--- src/logic/dsg_pkg.sv ---
//
// Contract
// - Rate field bits 11:8 picks sampler rate: 3=1M, 2=500K, 1=250K, 0=125K.
// - Bit 6 set clocks the hibernation unit; clear leaves it stopped.
// - Bit 3 gates watchdog clock; access while unclocked gives a bus fault.
// - Bit 25 enables second bus controller clock; clear disables it.
// - Bit 24 enables first bus controller clock; clear disables it.
// - Bit 20 gates modulator clock; access while clear gives a bus fault.
// - Bit 16 gates converter zero clock; access while clear faults.
// - Each gating bit is one unit's clock enable: one runs, zero stops.
// - Access to any unit whose clock is gated off answers with bus fault; here only wdt, conv0 and pwm fault.
// - Gating bits reset to zero unless another reset value is given.
// - Deep-sleep register at 0x120, resets to 0x00000040.
// - Three gating sets: run, sleep, deep sleep; pick by power state.
// - Sleep sets apply only with auto gating set; otherwise run set rules.
// - Reserved bits read zero, ignore writes; software preserves them.
//
package dsg_pkg;
    // ----------------------------------------------------------------
    // Register offsets
    // ----------------------------------------------------------------
    localparam logic [11:0] DSG_RUN_GATE_OFS = 12'h100;
    localparam logic [11:0] DSG_SLEEP_GATE_OFS = 12'h110;
    localparam logic [11:0] DSG_DEEP_GATE_OFS = 12'h120;
    localparam logic [11:0] DSG_RUN_CFG_OFS = 12'h060;
    localparam logic [11:0] DSG_FAULT_STAT_OFS = 12'h140;
    localparam logic [11:0] DSG_FAULT_MASK_OFS = 12'h144;
    // ----------------------------------------------------------------
    // Field layout and reset values
    // ----------------------------------------------------------------
    localparam logic [31:0] DSG_GATE_WMASK = 32'h03110F48;
    localparam logic [31:0] DSG_RUN_RST = 32'h00000000;
    localparam logic [31:0] DSG_SLEEP_RST = 32'h00000000;
    localparam logic [31:0] DSG_DEEP_RST = 32'h00000040;
    localparam int DSG_AUTO_GATE_BIT = 27;
    localparam int DSG_RATE_LSB = 8;
    localparam int DSG_NUM_UNITS = 6;
    // Unit order: wdt, hib, conv0, pwm, bus ctl 0, bus ctl 1
    localparam int DSG_UNIT_BIT [DSG_NUM_UNITS] = '{3, 6, 16, 20, 24, 25};
    localparam logic [5:0] DSG_FAULT_UNITS = 6'h0D;
    localparam logic [5:0] DSG_STAT_RST = 6'h00;
    // Power states
    typedef enum logic [1:0] {DSG_RUN, DSG_SLEEP, DSG_DEEP} dsg_power_t;
endpackage

--- src/logic/dsg_clock_gate.sv ---
`timescale 1ns/1ps
module dsg_clock_gate (
    // Clock and reset
    input wire logic clk_i,
    input wire logic reset_n_i,
    // Register bus
    input wire logic [11:0] addr_i,
    input wire logic [31:0] wdata_i,
    input wire logic wr_i,
    input wire logic rd_i,
    output logic [31:0] rdata_o,
    // Power state
    input wire dsg_pkg::dsg_power_t power_state_i,
    // Peripheral access monitor
    input wire logic [5:0] unit_access_i,
    output logic [5:0] unit_fault_o,
    // Gating outputs
    output logic [5:0] unit_clk_en_o,
    output logic [5:0] unit_clk_o,
    output logic [1:0] sampler_rate_o,
    output logic irq_o
);
    import dsg_pkg::*;

    // ----------------------------------------------------------------
    // Registers
    // ----------------------------------------------------------------
    logic [31:0] run_q;
    logic [31:0] sleep_q;
    logic [31:0] deep_q;
    logic auto_q;
    logic [5:0] stat_q;
    logic [5:0] mask_q;
    logic [31:0] sel;
    logic [5:0] en_d;
    logic [5:0] fault_d;
    logic [5:0] en_q;
    logic [5:0] en_lat_q;

    always_ff @(posedge clk_i)
    begin
        if (!reset_n_i)
        begin
            run_q <= DSG_RUN_RST;
            sleep_q <= DSG_SLEEP_RST;
            deep_q <= DSG_DEEP_RST;
        end
        else if (wr_i)
        begin
            // Reserved bits never stored
            if (addr_i == DSG_RUN_GATE_OFS)
                run_q <= wdata_i & DSG_GATE_WMASK;
            if (addr_i == DSG_SLEEP_GATE_OFS)
                sleep_q <= wdata_i & DSG_GATE_WMASK;
            if (addr_i == DSG_DEEP_GATE_OFS)
                deep_q <= wdata_i & DSG_GATE_WMASK;
        end
    end

    always_ff @(posedge clk_i)
    begin
        if (!reset_n_i)
            auto_q <= 1'b0;
        else if (wr_i && addr_i == DSG_RUN_CFG_OFS)
            auto_q <= wdata_i[DSG_AUTO_GATE_BIT];
    end

    always_ff @(posedge clk_i)
    begin
        if (!reset_n_i)
            mask_q <= DSG_STAT_RST;
        else if (wr_i && addr_i == DSG_FAULT_MASK_OFS)
            mask_q <= wdata_i[5:0];
    end

    // ----------------------------------------------------------------
    // Set selection by power state
    // ----------------------------------------------------------------
    always_comb
    begin
        sel = run_q;
        if (auto_q)
        begin
            unique case (power_state_i)
                DSG_RUN: sel = run_q;
                DSG_SLEEP: sel = sleep_q;
                DSG_DEEP: sel = deep_q;
                default: sel = run_q;
            endcase
        end
    end

    // One enable per unit, one fault term per faulting unit
    for (genvar u = 0; u < DSG_NUM_UNITS; u++)
    begin : g_unit
        assign en_d[u] = sel[DSG_UNIT_BIT[u]];
        assign fault_d[u] = DSG_FAULT_UNITS[u] && unit_access_i[u] && !en_q[u];
    end

    always_ff @(posedge clk_i)
    begin
        if (!reset_n_i)
            en_q <= DSG_STAT_RST;
        else
            en_q <= en_d;
    end

    // ----------------------------------------------------------------
    // Glitch-free gate: enable latched on the low phase
    // ----------------------------------------------------------------
    // Enable only moves while clk is low, so no runt pulse appears.
    always_ff @(negedge clk_i)
    begin
        if (!reset_n_i)
            en_lat_q <= DSG_STAT_RST;
        else
            en_lat_q <= en_q;
    end

    assign unit_clk_o = en_lat_q & {DSG_NUM_UNITS{clk_i}};

    // ----------------------------------------------------------------
    // Outputs, faults, interrupt
    // ----------------------------------------------------------------
    always_ff @(posedge clk_i)
    begin
        if (!reset_n_i)
        begin
            unit_clk_en_o <= DSG_STAT_RST;
            unit_fault_o <= DSG_STAT_RST;
            sampler_rate_o <= 2'h0;
        end
        else
        begin
            unit_clk_en_o <= en_d;
            unit_fault_o <= fault_d;
            // Only codes 0..3 are defined; upper bits ignored
            sampler_rate_o <= sel[DSG_RATE_LSB +: 2];
        end
    end

    // Set wins over a write-one clear in the same cycle
    always_ff @(posedge clk_i)
    begin
        if (!reset_n_i)
            stat_q <= DSG_STAT_RST;
        else if (wr_i && addr_i == DSG_FAULT_STAT_OFS)
            stat_q <= (stat_q & ~wdata_i[5:0]) | fault_d;
        else
            stat_q <= stat_q | fault_d;
    end

    always_ff @(posedge clk_i)
    begin
        if (!reset_n_i)
            irq_o <= 1'b0;
        else
            irq_o <= |((stat_q | fault_d) & mask_q);
    end

    always_ff @(posedge clk_i)
    begin
        if (!reset_n_i)
            rdata_o <= 32'h00000000;
        else if (rd_i)
        begin
            unique case (addr_i)
                DSG_RUN_GATE_OFS: rdata_o <= run_q;
                DSG_SLEEP_GATE_OFS: rdata_o <= sleep_q;
                DSG_DEEP_GATE_OFS: rdata_o <= deep_q;
                DSG_RUN_CFG_OFS: rdata_o <= {4'h0, auto_q, 27'h0000000};
                DSG_FAULT_STAT_OFS: rdata_o <= {26'h0000000, stat_q};
                DSG_FAULT_MASK_OFS: rdata_o <= {26'h0000000, mask_q};
                default: rdata_o <= 32'h00000000;
            endcase
        end
        else
            rdata_o <= 32'h00000000;
    end

    // ----------------------------------------------------------------
    // Checks
    // ----------------------------------------------------------------
    a_deep_reset_val: assert property (@(posedge clk_i) $rose(reset_n_i) |-> deep_q == 32'h00000040)
        else $error("deep gate reset value wrong");
    a_run_reset_val: assert property (@(posedge clk_i) $rose(reset_n_i) |-> run_q == 32'h0)
        else $error("run gate not zero after reset");
    a_reserved_zero: assert property (@(posedge clk_i) disable iff (!reset_n_i)
        rd_i && addr_i == DSG_DEEP_GATE_OFS |=> rdata_o[31:26] == 6'h00)
        else $error("reserved bits read nonzero");
    a_wdt_fault: assert property (@(posedge clk_i) disable iff (!reset_n_i)
        unit_access_i[0] && !en_q[0] |=> unit_fault_o[0])
        else $error("watchdog access without fault");
    a_pwm_fault: assert property (@(posedge clk_i) disable iff (!reset_n_i)
        unit_access_i[3] && !en_q[3] |=> unit_fault_o[3])
        else $error("modulator access without fault");
    a_conv_fault: assert property (@(posedge clk_i) disable iff (!reset_n_i)
        unit_access_i[2] && !en_q[2] |=> unit_fault_o[2])
        else $error("converter access without fault");
    a_no_false_fault: assert property (@(posedge clk_i) disable iff (!reset_n_i)
        en_q[0] |=> !unit_fault_o[0])
        else $error("fault on clocked unit");
    a_hib_enable: assert property (@(posedge clk_i) disable iff (!reset_n_i)
        !auto_q && run_q[6] |=> unit_clk_en_o[1])
        else $error("hibernation clock not enabled");
    a_run_governs: assert property (@(posedge clk_i) disable iff (!reset_n_i)
        !auto_q |=> unit_clk_en_o[5] == $past(run_q[25]) && unit_clk_en_o[4] == $past(run_q[24]))
        else $error("run set not governing");
    a_deep_select: assert property (@(posedge clk_i) disable iff (!reset_n_i)
        auto_q && power_state_i == DSG_DEEP |=> unit_clk_en_o[1] == $past(deep_q[6]))
        else $error("deep set not selected");
    a_rate_follow: assert property (@(posedge clk_i) disable iff (!reset_n_i)
        !auto_q |=> sampler_rate_o == $past(run_q[9:8]))
        else $error("sampler rate wrong");

    // ----------------------------------------------------------------
    // Selection checks
    // ----------------------------------------------------------------
    a_sleep_select: assert property (@(posedge clk_i) disable iff (!reset_n_i)
        auto_q && power_state_i == DSG_SLEEP |=> unit_clk_en_o[1] == $past(sleep_q[6]))
        else $error("sleep set not selected");
    a_run_select: assert property (@(posedge clk_i) disable iff (!reset_n_i)
        auto_q && power_state_i == DSG_RUN |=> unit_clk_en_o[0] == $past(run_q[3]))
        else $error("run set not selected");
    a_deep_rate: assert property (@(posedge clk_i) disable iff (!reset_n_i)
        auto_q && power_state_i == DSG_DEEP |=> sampler_rate_o == $past(deep_q[9:8]))
        else $error("deep rate not selected");
    a_sleep_rate: assert property (@(posedge clk_i) disable iff (!reset_n_i)
        auto_q && power_state_i == DSG_SLEEP |=> sampler_rate_o == $past(sleep_q[9:8]))
        else $error("sleep rate not selected");
    a_wdt_enable: assert property (@(posedge clk_i) disable iff (!reset_n_i)
        !auto_q |=> unit_clk_en_o[0] == $past(run_q[3]))
        else $error("watchdog enable wrong");
    a_hib_disable: assert property (@(posedge clk_i) disable iff (!reset_n_i)
        !auto_q && !run_q[6] |=> !unit_clk_en_o[1])
        else $error("hibernation clock not stopped");
    a_conv_enable: assert property (@(posedge clk_i) disable iff (!reset_n_i)
        !auto_q |=> unit_clk_en_o[2] == $past(run_q[16]))
        else $error("converter enable wrong");
    a_pwm_enable: assert property (@(posedge clk_i) disable iff (!reset_n_i)
        !auto_q |=> unit_clk_en_o[3] == $past(run_q[20]))
        else $error("modulator enable wrong");
    a_first_bus_controller_clock_enable_off: assert property (@(posedge clk_i) disable iff (!reset_n_i)
        !auto_q && !run_q[24] |=> !unit_clk_en_o[4])
        else $error("first bus controller not stopped");
    a_second_bus_controller_clock_enable_off: assert property (@(posedge clk_i) disable iff (!reset_n_i)
        !auto_q && !run_q[25] |=> !unit_clk_en_o[5])
        else $error("second bus controller not stopped");

    // ----------------------------------------------------------------
    // Fault and interrupt checks
    // ----------------------------------------------------------------
    a_hib_no_fault: assert property (@(posedge clk_i) disable iff (!reset_n_i)
        unit_access_i[1] |=> !unit_fault_o[1])
        else $error("hibernation access faulted");
    a_can_no_fault: assert property (@(posedge clk_i) disable iff (!reset_n_i)
        |unit_access_i[5:4] |=> unit_fault_o[5:4] == 2'h0)
        else $error("bus controller access faulted");
    a_conv_no_false: assert property (@(posedge clk_i) disable iff (!reset_n_i)
        en_q[2] |=> !unit_fault_o[2])
        else $error("fault on clocked converter");
    a_pwm_no_false: assert property (@(posedge clk_i) disable iff (!reset_n_i)
        en_q[3] |=> !unit_fault_o[3])
        else $error("fault on clocked modulator");
    a_fault_sticky: assert property (@(posedge clk_i) disable iff (!reset_n_i)
        |unit_fault_o |-> (stat_q & unit_fault_o) == unit_fault_o)
        else $error("fault not latched in status");
    a_irq_level: assert property (@(posedge clk_i) disable iff (!reset_n_i)
        (stat_q & mask_q) != 6'h00 |=> irq_o)
        else $error("interrupt low with unmasked status");
    a_irq_quiet: assert property (@(posedge clk_i) disable iff (!reset_n_i)
        mask_q == 6'h00 |=> !irq_o)
        else $error("interrupt high while masked");

    // ----------------------------------------------------------------
    // Storage, reset and gate checks
    // ----------------------------------------------------------------
    a_run_reserved: assert property (@(posedge clk_i) disable iff (!reset_n_i)
        (run_q & ~DSG_GATE_WMASK) == 32'h00000000)
        else $error("run set reserved bit stored");
    a_sleep_reserved: assert property (@(posedge clk_i) disable iff (!reset_n_i)
        (sleep_q & ~DSG_GATE_WMASK) == 32'h00000000)
        else $error("sleep set reserved bit stored");
    a_deep_reserved: assert property (@(posedge clk_i) disable iff (!reset_n_i)
        (deep_q & ~DSG_GATE_WMASK) == 32'h00000000)
        else $error("deep set reserved bit stored");
    a_rdata_idle: assert property (@(posedge clk_i) disable iff (!reset_n_i)
        !rd_i |=> rdata_o == 32'h00000000)
        else $error("read data without strobe");
    a_sleep_reset_val: assert property (@(posedge clk_i) $rose(reset_n_i) |-> sleep_q == 32'h0)
        else $error("sleep gate not zero after reset");
    a_auto_reset_val: assert property (@(posedge clk_i) $rose(reset_n_i) |-> !auto_q)
        else $error("auto gating set after reset");
    a_enable_reset: assert property (@(posedge clk_i) $rose(reset_n_i) |-> unit_clk_en_o == 6'h00)
        else $error("unit enabled after reset");
    a_fault_reset: assert property (@(posedge clk_i) $rose(reset_n_i) |-> unit_fault_o == 6'h00)
        else $error("fault raised after reset");
    // Latched enable must match the registered one at every rising edge
    a_latch_match: assert property (@(posedge clk_i) disable iff (!reset_n_i)
        en_lat_q == en_q)
        else $error("latched enable out of step");
    a_enable_follow: assert property (@(posedge clk_i) disable iff (!reset_n_i)
        1'b1 |=> en_q == $past(en_d))
        else $error("enable did not follow selection");
endmodule // dsg_clock_gate

--- config.mk ---
export PLATFORM = sky130hd
export DESIGN_NAME = dsg_clock_gate
export DESIGN_NICKNAME = d
export VERILOG_FILES = /design/src/logic/dsg_pkg.sv /design/src/logic/dsg_clock_gate.sv
export SDC_FILE = /design/constraint.sdc
export NUM_CORES = 1
export LEC_CHECK = 0
export ABC_AREA = 1
export BUFFER_PORTS_ARGS = -buffer_cell sky130_fd_sc_hd__buf_2
export CORE_MARGIN = 4
export CORE_UTILIZATION = 46
export CTS_CLUSTER_SIZE = 24
export DETAILED_ROUTE_END_ITERATION = 16
export PLACE_DENSITY = 0.76
export SYNTH_ARGS = -nofsm -noshare
export SYNTH_HDL_FRONTEND = slang
export SYNTH_SLANG_ARGS = --single-unit
--- constraint.sdc ---
create_clock -name clk_i -period 1.2 [get_ports clk_i]
set_input_delay 0.12 -clock clk_i [delete_from_list [all_inputs] [get_ports clk_i]]
set_output_delay 0.12 -clock clk_i [all_outputs]
set_load 0.01 [all_outputs]
### After elaboration in Yosys (flattened, before gate mapping)

Index checks and enable logic that the tools add are counted.

| cells by class | value |
|---|---|
| reductions and logical operators | 14 |
| eq/ne operators | 8 |
| bitwise logic cells | 6 |
| multiplexer cells | 4 |

Operator list:

| operator | number |
|---|---|
| $pmux W28 S6 | 1 |
| $eq A12 B9 Y1 const B | 5 |
| $pmux W26 S2 | 1 |
| $mux W26 | 1 |
| $and A6 B6 Y6 | 3 |
| $eq A12 B7 Y1 const B | 1 |
| $or A6 B4 Y6 | 2 |
| $reduce_and A2 Y1 | 4 |
| $logic_and A1 B1 Y1 | 6 |
| $mux W6 | 1 |
| $not A6 Y6 | 1 |
| $reduce_or A6 Y1 | 1 |
| $logic_not A1 Y1 | 3 |
| $eq A2 B1 Y1 const B | 1 |
| $eq A2 B2 Y1 const B | 1 |

| word-level totals | value |
|---|---|
| register bits | 96 |

### Longest topological paths before layout

| logic depth | value |
|---|---|
| depth in word-level cells | 5 |
| depth in mapped cells | 10 |
| mapped depth without buffers | 9 |

==> metrics.md <==
| Metric | Value |
|---|---|
| Status | `finished with violations` |
| Failing checks | `negative setup slack` |
| Die W | `94.9 um` |
| Area growth, synth to finish | `32.1%` |
| Average size of a mapped cell | `7.23 um2` |
| DR vias | `3395` |
| Final #Nets | `669` |
| Worst R2R Path Depth | `2` |
| Slowest CP cell | `dfxtp_2` |
| Initial Util | `47.7%` |
| EDFF count, synth | `0` |
| Synth top area share | `44.3%` |
| Synth warn | `0` |
| WL/cell | `12.4 um` |
| Global-route usage over all layers | `21.6%` |
| Pwr Density | `1170 nW/um2` |
| CP bufs+invs | `2` |
| Post-synthesis sequential area ratio | `44.3%` |
| Worst Skew | `0.0671 ns` |
| Clock-pin slew on the worst setup and hold paths | `0.08 ns` |
| Worst Setup End Kind | `primary output` |
| Top post-synthesis cells by area | `dfxtp_1 44%, nor2_1 9.7%, nand2_1 8.1%, inv_1 7.4%, o21ai_0 7.2%` |
| CP top delay family | `flip-flops` |
| Critical Path Stages | `3` |
| Kind of critical path | `flip-flop to primary output` |
| Floorplan row count | `31` |
| Postcts setup bufs | `0` |
| Iter 0 DRT Violations | `183` |
| Synth top cells by count | `90 x nor2_1, 77 x dfxtp_1, 75 x nand2_1, 69 x inv_1, 50 x o21ai_0` |
| Vias in the first global route | `3364` |
| Ant diodes | `0` |
| CP max stage delay | `0.30 ns` |
| DRC | `0` |
| Hold path depth | `6` |
| CP arrival | `1.62 ns` |
| Layout cells sized above 1 | `27.8%` |
| Antenna violations before repair | `0` |
| Gpl congestion | `0.847` |
| Hold Vio Cnt, Final | `0` |
| Count of input and output buffers | `70` |
| Unrepaired setup endpoints after global routing | `yes` |
| Area leader, netlist | `dfxtp_1` |
| DR pass1 iterations | `5` |
| Critical path, cell by cell | `nand2_1, inv_1, buf_2` |
| FF+latch count, synth | `77` |
| Number of fill cells | `652` |
| Die area | `9010 um2` |
| Vias per cell | `4.75` |
| Clock Latency Late Sink | `0.52 ns` |
| CTS tree | `done` |
| Slew Limit Fails | `0` |
| Largest net degree at the start of global routing | `19` |
| Peak supply drop | `0.627 mV` |
| Gr ovfl total | `0` |
| Detail Route Antenna Nets | `0` |
| Fraction of registers with async set/reset | `0%` |
| Critical path fanouts, max | `1` |
| Setup crit start kind | `flip-flop` |
| Final Setup Violations | `12` |
| CP required | `1.08 ns` |
| Synth cell types | `27` |
| Hold WC Path Type | `input port to flip-flop` |
| I/O pin total | `109` |
| Mapped Area | `3480 um2` |
| First-pass GRT wire length | `15100 um` |
| Top-count cell post-synth | `nor2_1` |
| Cells after synthesis | `481` |
| Worst Hold Margin | `0.0265 ns` |
| Overall Power | `5.39 mW` |
| DP HPWL | `6350 um` |
| Final WL | `8860 um` |
| Commonest register cell after synthesis | `dfxtp_1` |
| Leakage Power | `2.17 nW` |
| Max-cap violations | `0` |
| Core footprint | `7290 um2` |
| Worst setup margin | `-0.545 ns` |
| Die Ht | `94.9 um` |
-- layout make-up --
cell class	instances	area [um2]	area share, %
sequential	77	1550	33.7
multi-input combinational	315	1520	33.2
timing repair buffer	120	801	17.4
inverter	66	248	5.40
clock buffer	21	245	5.34
tap	99	124	2.70
clock inverter	17	101	2.21
-- metal layers --
layer	wire [um]	share of wire (%)	track usage, %
met1	3660	41	24.9
met2	4560	51	37.1
met3	492	5.6	5.42
met4	152	1.7	10.9
met5	0	0	0
-- kinds of logic after synthesis --
kind of cell             count (synthesis)  synth area share, %
adder cells (fa/ha/maj)                  2                0.720
AND/OR/NAND/NOR                        214                 28.5
other                                    1                0.108
flip-flops                              77                 44.3
AO/OA/AOI/OAI                           80                 12.2
buffers and inverters                  107                 14.1
-- power by group --
part	total (mW)	leakage, nW	internal [mW]	switching (mW)
clock	2.48	0.255	1.34	1.14
combinational	0.340	1.29	0.150	0.190
sequential	2.57	0.625	2.57	0.00398
-- worst paths after layout --
| kind | startpoint | slack, ns | end |
|---|---|---|---|
| max | en_lat_q[4]$_SDFF_NN0_ | -0.54 | unit_clk_o[4] |
| min | addr_i[9] | 0.03 | rdata_o[27]$_SDFF_PN0_ |
| min reg2reg | stat_q[5]$_SDFFE_PN0P_ | 0.46 | stat_q[5]$_SDFFE_PN0P_ |
| max reg2reg | unit_clk_en_o[3]$_SDFF_PN0_ | 0.11 | en_lat_q[3]$_SDFF_NN0_ |
-- cells in the final DEF (no fill, tap or decap), drive strengths merged, types with 2 or more instances in the layout --
cell	netlist	final
a21oi	11	11
a31oi	9	9
buf	24	107
clkbuf	10	15
clkinv	0	2
conb	1	19
dfxtp	77	77
dlygate4sd3	0	19
ha	2	2
inv	73	79
nand2	80	80
nand3	18	18
nand3b	2	2
nand4	4	4
nor2	109	109
o211ai	4	4
o21ai	53	53
o22ai	3	3
-- worst reg2reg max path, cell delays in order, from the launching register on --
cell and delay (ns):
dfxtp_1 0.37, nand2_1 0.07, inv_1 0.05
-- through the flow --
step / instances / cell area, um2 / util, % / TNS (ns) / setup slack, ns
2_1_floorplan: 499 / 3570 / - / 0 / 0.0125
3_3_place_gp: 671 / 4090 / 56.1 / -4.43 / -0.139
3_5_place_dp: 671 / 4090 / 56.1 / -6.39 / -0.234
4_1_cts: 715 / 4550 / 62.4 / -3.28 / -0.560
5_1_grt: 715 / 4590 / 63.0 / -3.58 / -0.631
6_report: 715 / 4590 / 63.0 / -3.20 / -0.545
-- timing repair --
action | 4_1_cts | 5_1_grt
hold endpoints to repair | 41 | 0
endpoints found under the setup margin | 12 | 15
gates resized for setup | 0 | 17
hold buffers | 19 | 0
pin swaps | 6 | 1
-- state kept, by name (all words and copies together), names as in the netlist --
register	count
rdata_o	16
sleep_q	10
unit_clk_en_o	6
stat_q	6
auto_q	1
unit_fault_o	3
irq_o	1
deep_q	10
run_q	10
en_lat_q	6
sampler_rate_o	2
mask_q	6
Note: power is estimated with default switching activity, not from simulation.
